[src/verilog/adcsq_defines.vh]
// Constants and register map of the converter sequencing and result FIFO block.
`ifndef ADCSQ_DEFINES_VH
`define ADCSQ_DEFINES_VH

`define ADCSQ_CLK_MHZ          160
`define ADCSQ_WAIT_NS          1600
`define ADCSQ_WAIT_CYC         ((`ADCSQ_WAIT_NS * `ADCSQ_CLK_MHZ) / 1000)
`define ADCSQ_WAKE_NS          5000
`define ADCSQ_WAKE_CYC         ((`ADCSQ_WAKE_NS * `ADCSQ_CLK_MHZ) / 1000)
`define ADCSQ_CAL_CYC          64
`define ADCSQ_GLOB_GAP         5
`define ADCSQ_CONV_CYC         8

`define ADCSQ_A_ANCFG          12'h000
`define ADCSQ_A_ARBCFG         12'h004
`define ADCSQ_A_GLOBAL_CONFIG_REGISTER        12'h008
`define ADCSQ_A_BWCFG          12'h00C
`define ADCSQ_A_STATUS         12'h010
`define ADCSQ_A_IRQ_STAT       12'h014
`define ADCSQ_A_IRQ_MASK       12'h018
`define ADCSQ_A_FIFO           12'h01C
`define ADCSQ_A_SHARED_RESULT_REGISTER        12'h020
`define ADCSQ_A_SAMPLE         12'h024

`define ADCSQ_ANCFG_IPE        0
`define ADCSQ_ANCFG_SLOW       1
`define ADCSQ_ARBCFG_EN        0
`define ADCSQ_GLOBAL_CONFIG_REGISTER_CAL      31
`define ADCSQ_BW_EN            0
`define ADCSQ_BW_REF           1
`define ADCSQ_BW_THR_LSB       4

`define ADCSQ_IRQ_RES          0
`define ADCSQ_IRQ_OVR          1
`define ADCSQ_IRQ_DROP         2
`define ADCSQ_IRQ_BW           3
`define ADCSQ_IRQ_CAL          4
`define ADCSQ_IRQ_W            5

`define ADCSQ_FIFO_DEPTH       4
`define ADCSQ_RES_W            12
`endif

[src/verilog/adcsq_fifo.v]
// Result FIFO built from chained result stages with a registered output.
`timescale 1ns/1ps
`include "adcsq_defines.vh"
module adcsq_fifo
(
   input  wire                     pclk,
   input  wire                     presetn,
   input  wire                     wr,
   input  wire [`ADCSQ_RES_W-1:0]  wdata,
   input  wire                     rd,
   output reg  [`ADCSQ_RES_W-1:0]  rdata,
   output reg                      out_valid,
   output reg                      overwrite,
   output reg                      dropped
);
   localparam D = `ADCSQ_FIFO_DEPTH;
   wire [`ADCSQ_RES_W-1:0] data_w [0:D-1];
   wire [D-1:0]            full_w;
   wire [D-1:0]            vacate;
   // Stage 0 is the output, stage D-1 the uppermost stage.
   // Stage 0 empties on a read; the read only comes while it holds data.
   assign vacate[0] = rd;
   genvar i;
   generate
      for (i = 0; i < D; i = i + 1)
      begin : g_stage
         reg                     full_q;
         reg [`ADCSQ_RES_W-1:0]  data_q;
         wire                    load;
         wire [`ADCSQ_RES_W-1:0] src;
         if (i == D-1)
         begin : g_top
            // A write while the top stage moves down is lost.
            assign load = wr & ~vacate[i];
            assign src  = wdata;
         end
         else
         begin : g_mid
            assign load = vacate[i+1];
            assign src  = data_w[i+1];
         end
         if (i > 0)
         begin : g_move
            // A stage copies down when the stage below is free or empties now.
            assign vacate[i] = full_q & (~full_w[i-1] | vacate[i-1]);
         end
         always @(posedge pclk or negedge presetn)
         begin
            if (!presetn)
            begin
               full_q <= 1'b0;
               data_q <= {`ADCSQ_RES_W{1'b0}};
            end
            else if (load)
            begin
               full_q <= 1'b1;
               data_q <= src;
            end
            else if (vacate[i])
               full_q <= 1'b0;
         end
         assign full_w[i] = full_q;
         assign data_w[i] = data_q;
      end
   endgenerate
   always @(posedge pclk or negedge presetn)
   begin
      if (!presetn)
      begin
         overwrite <= 1'b0;
         dropped   <= 1'b0;
      end
      else
      begin
         overwrite <= wr & full_w[D-1] & ~vacate[D-1];
         dropped   <= wr & vacate[D-1];
      end
   end
   always @*
   begin
      rdata     = data_w[0];
      out_valid = full_w[0];
   end
endmodule

[src/verilog/adcsq_top.v]
// Converter sequencing control with APB registers, result FIFO and interrupt.
//
// Chosen here: register access over APB and the placing of the registers.
`timescale 1ns/1ps
`include "adcsq_defines.vh"
module adcsq_top
#(
   parameter WAKE_CYC = `ADCSQ_WAKE_CYC,
   parameter CAL_CYC  = `ADCSQ_CAL_CYC
)
(
   input  wire                     pclk,
   input  wire                     presetn,
   input  wire                     psel,
   input  wire                     penable,
   input  wire                     pwrite,
   input  wire [11:0]              paddr,
   input  wire [31:0]              pwdata,
   output reg  [31:0]              prdata,
   output reg                      pready,
   output reg                      pslverr,
   input  wire                     conv_req,
   input  wire [`ADCSQ_RES_W-1:0]  analog_sample,
   input  wire                     ext_result_wr,
   input  wire [`ADCSQ_RES_W-1:0]  ext_result,
   output reg                      sample_on_r,
   output reg                      bw_precharge_r,
   output reg                      irq
);
   localparam S_OFF    = 3'd0;
   localparam S_STBY   = 3'd1;
   localparam S_WAKE   = 3'd2;
   localparam S_WAIT   = 3'd3;
   localparam S_CONV   = 3'd4;
   localparam S_IDLE   = 3'd5;

   localparam [15:0] WAIT_M1 = `ADCSQ_WAIT_CYC - 1;
   localparam [15:0] WAKE_M1 = WAKE_CYC - 1;
   localparam [15:0] CONV_M1 = `ADCSQ_CONV_CYC - 1;
   localparam [15:0] CAL_LEN = CAL_CYC;
   localparam [2:0]  GAP_M1  = `ADCSQ_GLOB_GAP - 1;

   reg  [31:0] ancfg_r;
   reg  [31:0] arbcfg_r;
   reg  [31:0] bwcfg_r;
   reg  [`ADCSQ_IRQ_W-1:0] istat_r;
   reg  [`ADCSQ_IRQ_W-1:0] imask_r;
   reg  [2:0]  state_r;
   reg  [2:0]  state_nxt;
   reg  [15:0] cnt_r;
   reg  [15:0] cnt_nxt;
   reg  [15:0] cal_cnt_r;
   reg         cal_busy_r;
   reg         stby_one_r;
   reg  [`ADCSQ_RES_W-1:0] glob_r;
   reg  [2:0]  glob_gap_r;
   reg         glob_bad_r;
   reg         bw_flag_r;
   reg  [`ADCSQ_RES_W-1:0] last_r;
   reg         req_pend_r;
   reg         res_done;
   reg         bw_hit;

   wire        wr_en    = psel & penable & pwrite & pready;
   wire        rd_en    = psel & penable & ~pwrite & pready;
   wire        idle_precharge_enable      = ancfg_r[`ADCSQ_ANCFG_IPE];
   wire        slow     = ancfg_r[`ADCSQ_ANCFG_SLOW];
   wire        enabled  = arbcfg_r[`ADCSQ_ARBCFG_EN];
   wire [`ADCSQ_RES_W-1:0] bw_thr = bwcfg_r[`ADCSQ_BW_THR_LSB +: `ADCSQ_RES_W];
   wire [`ADCSQ_RES_W-1:0] fifo_rdata;
   wire        fifo_valid;
   wire        fifo_ovr;
   wire        fifo_drop;
   wire        fifo_rd  = rd_en & (paddr == `ADCSQ_A_FIFO) & fifo_valid;
   wire [`ADCSQ_IRQ_W-1:0] ev;

   // Conversion results feed the chained result stages.
   adcsq_fifo u_fifo
   (
      .pclk      (pclk),
      .presetn   (presetn),
      .wr        (res_done),
      .wdata     (analog_sample),
      .rd        (fifo_rd),
      .rdata     (fifo_rdata),
      .out_valid (fifo_valid),
      .overwrite (fifo_ovr),
      .dropped   (fifo_drop)
   );

   // Wakeup sequencer: standby exit, optional waiting phase, sampling, conversion.
   always @*
   begin
      state_nxt = state_r;
      cnt_nxt   = cnt_r;
      res_done  = 1'b0;
      case (state_r)
         S_OFF:
            if (enabled)
               state_nxt = slow ? S_STBY : S_IDLE;
         S_STBY:
            if (!enabled)
               state_nxt = S_OFF;
            else if (req_pend_r)
            begin
               // Leaving standby after a single cycle needs no waiting phase.
               if (!idle_precharge_enable && !stby_one_r)
               begin
                  state_nxt = S_WAIT;
                  cnt_nxt   = WAIT_M1;
               end
               else if (stby_one_r)
               begin
                  state_nxt = S_CONV;
                  cnt_nxt   = CONV_M1;
               end
               else
               begin
                  state_nxt = S_WAKE;
                  cnt_nxt   = WAKE_M1;
               end
            end
         S_WAIT:
            if (cnt_r == 16'h0000)
            begin
               state_nxt = S_WAKE;
               cnt_nxt   = WAKE_M1;
            end
            else
               cnt_nxt = cnt_r - 16'h0001;
         S_WAKE:
            if (cnt_r == 16'h0000)
            begin
               state_nxt = S_CONV;
               cnt_nxt   = CONV_M1;
            end
            else
               cnt_nxt = cnt_r - 16'h0001;
         S_CONV:
            if (cnt_r == 16'h0000)
            begin
               res_done  = 1'b1;
               state_nxt = slow ? S_STBY : S_IDLE;
            end
            else
               cnt_nxt = cnt_r - 16'h0001;
         S_IDLE:
            if (!enabled)
               state_nxt = S_OFF;
            else if (slow)
               state_nxt = S_STBY;
            else if (req_pend_r && !cal_busy_r)
            begin
               state_nxt = S_CONV;
               cnt_nxt   = CONV_M1;
            end
         default:
            state_nxt = S_OFF;
      endcase
   end

   // Broken wire compare against ground or reference threshold.
   always @*
   begin
      if (bwcfg_r[`ADCSQ_BW_REF])
         bw_hit = analog_sample >= bw_thr;
      else
         bw_hit = analog_sample <= bw_thr;
   end

   assign ev = {cal_busy_r & (cal_cnt_r == 16'h0001), res_done & bw_hit
                & bwcfg_r[`ADCSQ_BW_EN], fifo_drop, fifo_ovr, res_done};

   always @(posedge pclk or negedge presetn)
   begin
      if (!presetn)
      begin
         state_r        <= S_OFF;
         cnt_r          <= 16'h0000;
         stby_one_r     <= 1'b0;
         req_pend_r     <= 1'b0;
         last_r         <= {`ADCSQ_RES_W{1'b0}};
         sample_on_r    <= 1'b0;
         bw_precharge_r <= 1'b0;
         bw_flag_r      <= 1'b0;
      end
      else
      begin
         state_r    <= state_nxt;
         cnt_r      <= cnt_nxt;
         // Marks a standby stay of only one cycle.
         stby_one_r <= (state_r != S_STBY) & (state_nxt == S_STBY);
         if (conv_req && enabled)
            req_pend_r <= 1'b1;
         else if (state_nxt == S_CONV && state_r != S_CONV)
            req_pend_r <= 1'b0;
         sample_on_r    <= (state_nxt == S_WAKE) | (state_nxt == S_CONV);
         bw_precharge_r <= bwcfg_r[`ADCSQ_BW_EN] & (state_nxt == S_CONV)
                           & (state_r != S_CONV);
         if (res_done)
         begin
            last_r    <= analog_sample;
            bw_flag_r <= bw_hit & bwcfg_r[`ADCSQ_BW_EN];
         end
      end
   end

   // Calibration runs for a fixed time after the start command.
   always @(posedge pclk or negedge presetn)
   begin
      if (!presetn)
      begin
         cal_busy_r <= 1'b0;
         cal_cnt_r  <= 16'h0000;
      end
      else if (wr_en && paddr == `ADCSQ_A_GLOBAL_CONFIG_REGISTER && pwdata == 32'h8000_0000)
      begin
         cal_busy_r <= 1'b1;
         cal_cnt_r  <= CAL_LEN;
      end
      else if (cal_busy_r)
      begin
         cal_cnt_r <= cal_cnt_r - 16'h0001;
         if (cal_cnt_r == 16'h0001)
            cal_busy_r <= 1'b0;
      end
   end

   // Shared result register flags writes closer than the minimum spacing.
   always @(posedge pclk or negedge presetn)
   begin
      if (!presetn)
      begin
         glob_r     <= {`ADCSQ_RES_W{1'b0}};
         glob_gap_r <= 3'd0;
         glob_bad_r <= 1'b0;
      end
      else
      begin
         if (glob_gap_r != 3'd0)
            glob_gap_r <= glob_gap_r - 3'd1;
         if (ext_result_wr)
         begin
            glob_r     <= ext_result;
            glob_gap_r <= GAP_M1;
            if (glob_gap_r != 3'd0)
               glob_bad_r <= 1'b1;
         end
         else if (rd_en && paddr == `ADCSQ_A_SHARED_RESULT_REGISTER)
            glob_bad_r <= 1'b0;
      end
   end

   // APB slave; every access completes in its first access cycle.
   always @(posedge pclk or negedge presetn)
   begin
      if (!presetn)
      begin
         ancfg_r  <= 32'h0000_0000;
         arbcfg_r <= 32'h0000_0000;
         bwcfg_r  <= 32'h0000_0000;
         imask_r  <= {`ADCSQ_IRQ_W{1'b0}};
         istat_r  <= {`ADCSQ_IRQ_W{1'b0}};
         prdata   <= 32'h0000_0000;
         pready   <= 1'b0;
         pslverr  <= 1'b0;
         irq      <= 1'b0;
      end
      else
      begin
         pready  <= psel & ~penable;
         pslverr <= 1'b0;
         irq     <= |(istat_r & imask_r);
         // A read clears only the bits it returned, and a new event wins, so none is lost.
         if (rd_en && paddr == `ADCSQ_A_IRQ_STAT)
            istat_r <= (istat_r & ~prdata[`ADCSQ_IRQ_W-1:0]) | ev;
         else
            istat_r <= istat_r | ev;
         if (wr_en)
            case (paddr)
               `ADCSQ_A_ANCFG:    ancfg_r  <= pwdata;
               `ADCSQ_A_ARBCFG:   arbcfg_r <= pwdata;
               `ADCSQ_A_BWCFG:    bwcfg_r  <= pwdata;
               `ADCSQ_A_IRQ_MASK: imask_r  <= pwdata[`ADCSQ_IRQ_W-1:0];
               default:           ;
            endcase
         // The error is decided in the setup cycle so that it stands with pready.
         if (psel && !penable && pwrite)
            case (paddr)
               `ADCSQ_A_ANCFG, `ADCSQ_A_ARBCFG, `ADCSQ_A_BWCFG, `ADCSQ_A_GLOBAL_CONFIG_REGISTER,
               `ADCSQ_A_IRQ_MASK: pslverr <= 1'b0;
               default:           pslverr <= 1'b1;
            endcase
         if (psel && !penable && !pwrite)
            case (paddr)
               `ADCSQ_A_ANCFG:    prdata <= ancfg_r;
               `ADCSQ_A_ARBCFG:   prdata <= {arbcfg_r[31:1], arbcfg_r[0]};
               `ADCSQ_A_GLOBAL_CONFIG_REGISTER:  prdata <= {cal_busy_r, 31'h0000_0000};
               `ADCSQ_A_BWCFG:    prdata <= bwcfg_r;
               `ADCSQ_A_STATUS:   prdata <= {24'h00_0000, glob_bad_r, bw_flag_r,
                                             fifo_valid, cal_busy_r, 1'b0, state_r};
               `ADCSQ_A_IRQ_STAT: prdata <= {27'h000_0000, istat_r};
               `ADCSQ_A_IRQ_MASK: prdata <= {27'h000_0000, imask_r};
               `ADCSQ_A_FIFO:     prdata <= {fifo_valid, 19'h0_0000, fifo_rdata};
               `ADCSQ_A_SHARED_RESULT_REGISTER:  prdata <= {20'h0_0000, glob_r};
               `ADCSQ_A_SAMPLE:   prdata <= {20'h0_0000, last_r};
               default:           prdata <= 32'h0000_0000;
            endcase
      end
   end
endmodule

[config.mk]
export PLATFORM = sky130hd
export DESIGN_NAME = adcsq_top
export DESIGN_NICKNAME = d
export VERILOG_FILES = /design/src/verilog/adcsq_fifo.v /design/src/verilog/adcsq_top.v
export VERILOG_INCLUDE_DIRS = /design/src /design/src/verilog
export SDC_FILE = /design/constraint.sdc
export NUM_CORES = 1
export LEC_CHECK = 0
export BUFFER_PORTS_ARGS = -buffer_cell sky130_fd_sc_hd__buf_2
export CELL_PAD_IN_SITES_DETAIL_PLACEMENT = 0
export CELL_PAD_IN_SITES_GLOBAL_PLACEMENT = 1
export CORE_MARGIN = 2
export CORE_UTILIZATION = 38
export DETAILED_ROUTE_END_ITERATION = 8
export PLACE_DENSITY_LB_ADDON = 0.1
export SLEW_MARGIN = 10
export SYNTH_ARGS = -nofsm -noshare
export SYNTH_HDL_FRONTEND = slang
export SYNTH_SLANG_ARGS = --single-unit
[constraint.sdc]
create_clock -name pclk -period 3.2 [get_ports pclk]
set_input_delay 0.48 -clock pclk [delete_from_list [all_inputs] [get_ports pclk]]
set_output_delay 0.48 -clock pclk [all_outputs]
set_load 0.1 [all_outputs]
==> impl_metrics.env, run 1 <==
export IMPL_grt_ovfl_total=0
export IMPL_routed_wl_um=32200
export IMPL_worstSetupPathType="flop to flop"
export IMPL_nets=1227
export IMPL_gp_congestion=0.783
export IMPL_antenna_found_initial=1
export IMPL_synth_fp_nets=1100
export IMPL_post_drt_wl_per_cell_um=20.8
export IMPL_dp_hpwl_um=22500
export IMPL_ctsResizeCount=0
export IMPL_via_per_inst=5.44
export IMPL_finalHoldViolations=0
export IMPL_dieArea_um2=32800
export IMPL_synth_most_common_cell="dfrtp_1"
export IMPL_peakVddDrop_uv=457
export IMPL_clk_pin_slew_ps=60
export IMPL_hold_class="input port to flop"
export IMPL_finalClockSkew_ps=20.7
export IMPL_ys_seq_elements=264
export IMPL_core_um2=30700
export IMPL_fin_crit_ps=2930
export IMPL_ios=112
export IMPL_max_cap_violations=0
export IMPL_critical_path_max_fanout=12
export IMPL_drtIter0Drc=567
export IMPL_leakage_nw=6.87
export IMPL_relSlewSlack_pct=51.9
export IMPL_synth_area_leaders="dfrtp_1 55%, mux2_1 9.7%, mux2_2 5.6%"
export IMPL_fin_util_pct=46.2
export IMPL_synth_cell_type_count=65
export IMPL_finalMaxSlewViolations=0
export IMPL_grt_pass1_vias=8677
export IMPL_ctsRootBufferMaster="clkbuf_16"
export IMPL_cts_max_level=1
export IMPL_finalCritPeriodShare_pct=91.7
export IMPL_syn_cell_area_um2=11900
export IMPL_finalInstanceArea_um2=14200
export IMPL_clkSinkCount=264
export IMPL_placed_area_um2=13100
export IMPL_synthArstFlopShare_pct=100
export IMPL_drive_gt1_share_pct=23.9
export IMPL_required_ps=3640
export IMPL_finalPower_mw=8.15
export IMPL_synth_top_area_cell="dfrtp_1"
export IMPL_arrival_ps=3370
export IMPL_synth_top_cell_area_share_pct=55.4
export IMPL_status="finished clean"
export IMPL_max_clock_path_buffers=3
export IMPL_vias=8447
export IMPL_power_per_cell_area_nw_per_um2=574
export IMPL_cts_tree="yes"
export IMPL_synthFlopType="dfrtp_1"
export IMPL_postSynthCellCount=1008
export IMPL_fp_dieW_um=181
export IMPL_numCtsBuffers=29
export IMPL_grt_start_max_net_pins=71
export IMPL_fin_hold_ws_ps=126
export IMPL_insertion_delay_ps=570
export IMPL_track_usage_pct=20.1
export IMPL_drt_first_pass_iters=8
export IMPL_n_antenna_cell=0
export IMPL_ys_seq_area_share_pct=55.4
export IMPL_rows=64
export IMPL_fin_tns_setup_ps=0
export IMPL_io_buffer_count=111
export IMPL_cp_start_kind="flop"
export IMPL_worst_slew_pin_slew_ps=720
export IMPL_detail_route_antenna_nets=0
export IMPL_drcViolationCount=0
export IMPL_fmax_mhz=341
export IMPL_initial_utilization_pct=38.8
export IMPL_critical_path_endpoint_type="flop"
export IMPL_synthToLayoutAreaGrowth_pct=19.2
export IMPL_setup_viol=0
export IMPL_synth_commonest_cells="264 x dfrtp_1, 112 x nand2_1, 103 x mux2_1"
export IMPL_die_h_um=181
export IMPL_rsz0062_at_grt="no"
export IMPL_synth_avg_cell_area_um2=11.8
export IMPL_synth_edff_count=0
export IMPL_grt_pass1_wl_um=51700
export IMPL_yosys_warnings=0
cell usage in the layout (no fill, tap or decap), types with 9 or more instances in the layout:
cell type and n:
a21oi_1 27, clkbuf_16 29, o21ai_0 20, o21ai_1 40, nor2_1 51, xnor2_1 9
nor4_1 12, mux2i_1 12, nand2b_1 16, nand2_1 112, mux2_2 59, ha_1 17
a221o_1 9, mux2_1 103, a222oi_1 23, buf_4 35, inv_1 25, a221oi_1 10
nor3_1 15, buf_2 110, dfrtp_1 264
sequential cells by signal, indices dropped and copies added, names as in the netlist, 3 cells and up:
name	count
last_r	12
u_fifo.g_stage.src	36
glob_r	12
arbcfg_r	32
bwcfg_r	32
prdata	32
glob_gap_r	3
cnt_r	16
istat_r	5
u_fifo.rdata	12
u_fifo.g_stage.full_q	3
imask_r	5
state_r	3
cal_cnt_r	16
ancfg_r	32
critical path: stages (launching register included):
cell and delay [ps]:
dfrtp_1 410, inv_1 70, ha_1 210, or4b_1 530, nor3_2 160, and3_1 260
and2_1 220, and2_1 580, mux2_1 380
metal layers:
metal,routed length (um),vias up,global-route usage (%)
met4,688,2,4.36
met5,12,-,0
met2,15300,189,33.2
li1,-,3932,-
met1,14900,4278,28.0
met3,1320,46,2.94
per-stage QoR:
step,setup WS [ps],std cells
3_3_place_gp,323,1499
3_5_place_dp,206,1499
6_report,266,1553
4_1_cts,196,1553
2_1_floorplan,669,1008
5_1_grt,88.7,1553
final timing paths:
check                      cells after the start                  endpoint              from  slack, ps
max                                            8  u_fifo.g_stage[2].src[0]          cnt_r[0]        270
min                                            3                req_pend_r          conv_req        130
max reg2reg                                    8  u_fifo.g_stage[2].src[0]          cnt_r[0]        270
min reg2reg                                    1                istat_r[1]  u_fifo.overwrite        430
max in group asynchronous                      3           u_fifo.rdata[8]           presetn       1940
min in group asynchronous                      2                  cnt_r[6]           presetn        490
final cells by class:
| type | count | area [um2] |
|---|---|---|
| Fill cell | 2944 | 16500 |
| Sequential cell | 264 | 6610 |
| Multi-Input combinational cell | 666 | 5010 |
| Timing Repair Buffer | 149 | 878 |
| Clock buffer | 40 | 847 |
| Tap cell | 396 | 495 |
| Clock inverter | 13 | 280 |
| Inverter | 25 | 93.8 |
what timing repair did:
action                     4_1_cts  5_1_grt
setup endpoints to repair        0        0
hold endpoints to repair        64        0
hold buffers                     1        0
setup buffers                    0        0
cells by family after synthesis:
family          Yosys count  synth area share (%)
simple gates            277                  11.6
flops                   264                  55.4
compound gates          181                  10.5
mux                     178                  17.1
buf+inv                  78                  2.68
fa+ha+maj                17                  1.78
xor+xnor                 13                 0.955
power by group:
group	leakage (nW)	switching (mW)	total, mW	internal [mW]
registers	3.47	0.0838	3.52	3.43
logic	2.84	0.443	0.731	0.287
clock network	0.557	1.42	3.91	2.49
No activity file was read; power rests on OpenSTA's default activity.
==> inputs of run 2 (changes only) <==
Settings changed: BUFFER_PORTS_ARGS -buffer_cell sky130_fd_sc_hd__buf_2 to not set, CELL_PAD_IN_SITES_DETAIL_PLACEMENT 0 to 1, DONT_BUFFER_PORTS set to 1, SYNTH_HIERARCHICAL set to 1.
==> run 2 against run 1 <==
Effect of this change: the flow now finishes with violations (hold timing); clock-buffer cell count grew 2; synthesized area rose by 3.0%; register-to-register slack about the same; critical path depth up 1; clock skew about the same; setup slack improved by 9.9 ps; die area rose by 2.9%; synthesized cell count up 2.9%.
==> impl_metrics.env, run 2 <==
export IMPL_status="complete, but fails checks"
export IMPL_violations="hold timing"
export IMPL_die_h_um=184
export IMPL_core_um2=31700
export IMPL_fp_dieW_um=184
export IMPL_rows=65
export IMPL_grt_pass1_vias=9066
export IMPL_wl_met3_um=1620
export IMPL_antenna_found_initial=1
export IMPL_synth_most_common_cell="dfrtp_1"
export IMPL_cts_setup_buffers=0
export IMPL_grt_start_max_net_pins=265
export IMPL_grt_pass1_wl_um=55600
export IMPL_synth_commonest_cells="264 x dfrtp_1, 120 x mux2_2, 107 x nand2_1"
export IMPL_initial_utilization_pct=38.7
export IMPL_synth_top_area_cell="dfrtp_1"
export IMPL_grt_ovfl_total=0
export IMPL_ctsRootBufferMaster="clkbuf_16"
export IMPL_required_ps=3670
export IMPL_cts_tree="yes"
export IMPL_ios=112
export IMPL_final_cell_mix="264 x dfrtp_1, 120 x mux2_2, 107 x nand2_1, 42 x nor2_1, 39 x buf_4"
export IMPL_fin_util_pct=44.2
export IMPL_insertion_delay_ps=590
export IMPL_nets=1154
export IMPL_finalPower_mw=8.90
export IMPL_synth_fp_nets=1129
export IMPL_synth_area_leaders="dfrtp_1 54%, mux2_2 11%, nand2_1 3.3%"
export IMPL_dieArea_um2=33800
export IMPL_wl_met2_um=17000
export IMPL_cts_max_level=1
export IMPL_synthFlopType="dfrtp_1"
export IMPL_clkSinkCount=264
export IMPL_critical_path_max_fanout=12
export IMPL_drcViolationCount=0
export IMPL_finalMaxSlewViolations=0
export IMPL_cts_hold_buf=17
export IMPL_top_layer="met5"
export IMPL_clk_pin_slew_ps=60
export IMPL_drt_first_pass_iters=5
export IMPL_vias=8489
export IMPL_routed_wl_um=35400
export IMPL_synthToLayoutAreaGrowth_pct=14.1
export IMPL_finalCritPeriodShare_pct=91.4
export IMPL_largest_reg_flops=36
export IMPL_layout_commonest_cell="dfrtp_1"
export IMPL_ys_seq_elements=264
export IMPL_synth_top_cell_area_share_pct=53.8
export IMPL_via_per_inst=5.70
export IMPL_synth_avg_cell_area_um2=11.8
export IMPL_synth_cell_type_count=82
export IMPL_fin_crit_ps=2920
export IMPL_fin_hold_ws_ps=-398
export IMPL_postSynthCellCount=1037
export IMPL_post_drt_wl_per_cell_um=23.7
export IMPL_power_per_cell_area_nw_per_um2=635
export IMPL_n_antenna_cell=0
export IMPL_leakage_nw=6.15
export IMPL_rsz0062_at_grt="no"
export IMPL_worstSetupPathType="flop to flop"
export IMPL_numCtsBuffers=31
export IMPL_wl_met1_um=16200
export IMPL_syn_cell_area_um2=12300
export IMPL_io_buffer_count=0
export IMPL_setup_viol=0
export IMPL_dp_hpwl_um=23600
export IMPL_drive_gt1_share_pct=23.2
export IMPL_ys_seq_area_share_pct=53.8
export IMPL_finalClockSkew_ps=20.3
export IMPL_critical_path_endpoint_type="flop"
export IMPL_fin_tns_setup_ps=0
export IMPL_track_usage_pct=21.4
export IMPL_detail_route_antenna_nets=0
export IMPL_peakVddDrop_uv=406
export IMPL_finalHoldViolations=264
export IMPL_worst_slew_pin_slew_ps=1050
export IMPL_hold_class="input port to asynchronous set/reset pin"
export IMPL_ctsResizeCount=0
export IMPL_yosys_warnings=6
export IMPL_fmax_mhz=342
export IMPL_max_clock_path_buffers=3
export IMPL_relSlewSlack_pct=30.1
export IMPL_drtIter0Drc=503
export IMPL_cp_start_kind="flop"
export IMPL_gp_congestion=0.789
export IMPL_synthArstFlopShare_pct=100
export IMPL_max_cap_violations=0
export IMPL_synth_edff_count=0
export IMPL_nFillCells=3354
export IMPL_arrival_ps=3400
## run 2: power by group
| group | internal [mW] | switching, mW | total, mW |
|---|---|---|---|
| Clock | 2.22 | 1.49 | 3.71 |
| Combinational | 0.536 | 0.690 | 1.23 |
| Sequential | 3.64 | 0.330 | 3.97 |
## run 2: logic make-up (layout without fill, tap and decap cells)
logic type | count (synthesis) | in the layout | share of synthesized area [%]
flops | 264 | 264 | 53.8
compound gates | 200 | 200 | 11.6
simple gates | 291 | 291 | 12.8
xor+xnor | 15 | 15 | 1.07
fa+ha+maj | 17 | 17 | 1.73
mux | 159 | 159 | 15.2
buf+inv | 91 | 141 | 3.80
## run 2: layout make-up
type                       count  area [um2]  share of cell area [%]
sequential                   264        6610                    47.1
multi-input combinational    682        5250                    37.5
clock buffer                  42         897                    6.40
tap                          402         503                    3.59
timing repair buffer          56         463                    3.30
clock inverter                16         190                    1.36
inverter                      27         101                   0.723
## run 2: per-layer routing
metal	GRT usage (%)	up-vias
li1	-	3877
met5	0	-
met2	35.5	141
met3	4.26	43
met1	29.3	4426
met4	4.32	2
## run 2: per-stage QoR
| stage | setup WS [ps] | cells | area [um2] | hold slack [ps] |
|---|---|---|---|---|
| floorplan | 511 | 1037 | 12300 | 184 |
| global placement | 358 | 1414 | 12800 | 194 |
| detailed placement | 238 | 1414 | 12800 | 194 |
| CTS | 230 | 1489 | 14000 | -428 |
| global route | 32.3 | 1489 | 14000 | -427 |
| finish | 276 | 1489 | 14000 | -398 |
## run 2: final timing paths
kind	from	end	slack, ps	cells after the start
min reg2reg	u_fifo/dropped	istat_r[2]	430	1
max reg2reg	cnt_r[0]	u_fifo/g_stage[2].src[11]	280	9
min in group pclk	pwdata[13]	bwcfg_r[13]	20	2
min	presetn	cnt_r[14]	-400	0
max in group asynchronous	presetn	ancfg_r[1]	2930	0
max	cnt_r[0]	u_fifo/g_stage[2].src[11]	280	9
## run 2: critical path, stage by stage (launching register included)
cell	delay, ps
dfrtp_1	410
inv_1	90
ha_1	230
or4b_1	550
nor2_2	140
nand2_1	110
nor2_1	250
inv_1	140
a21oi_4	500
mux2_2	400
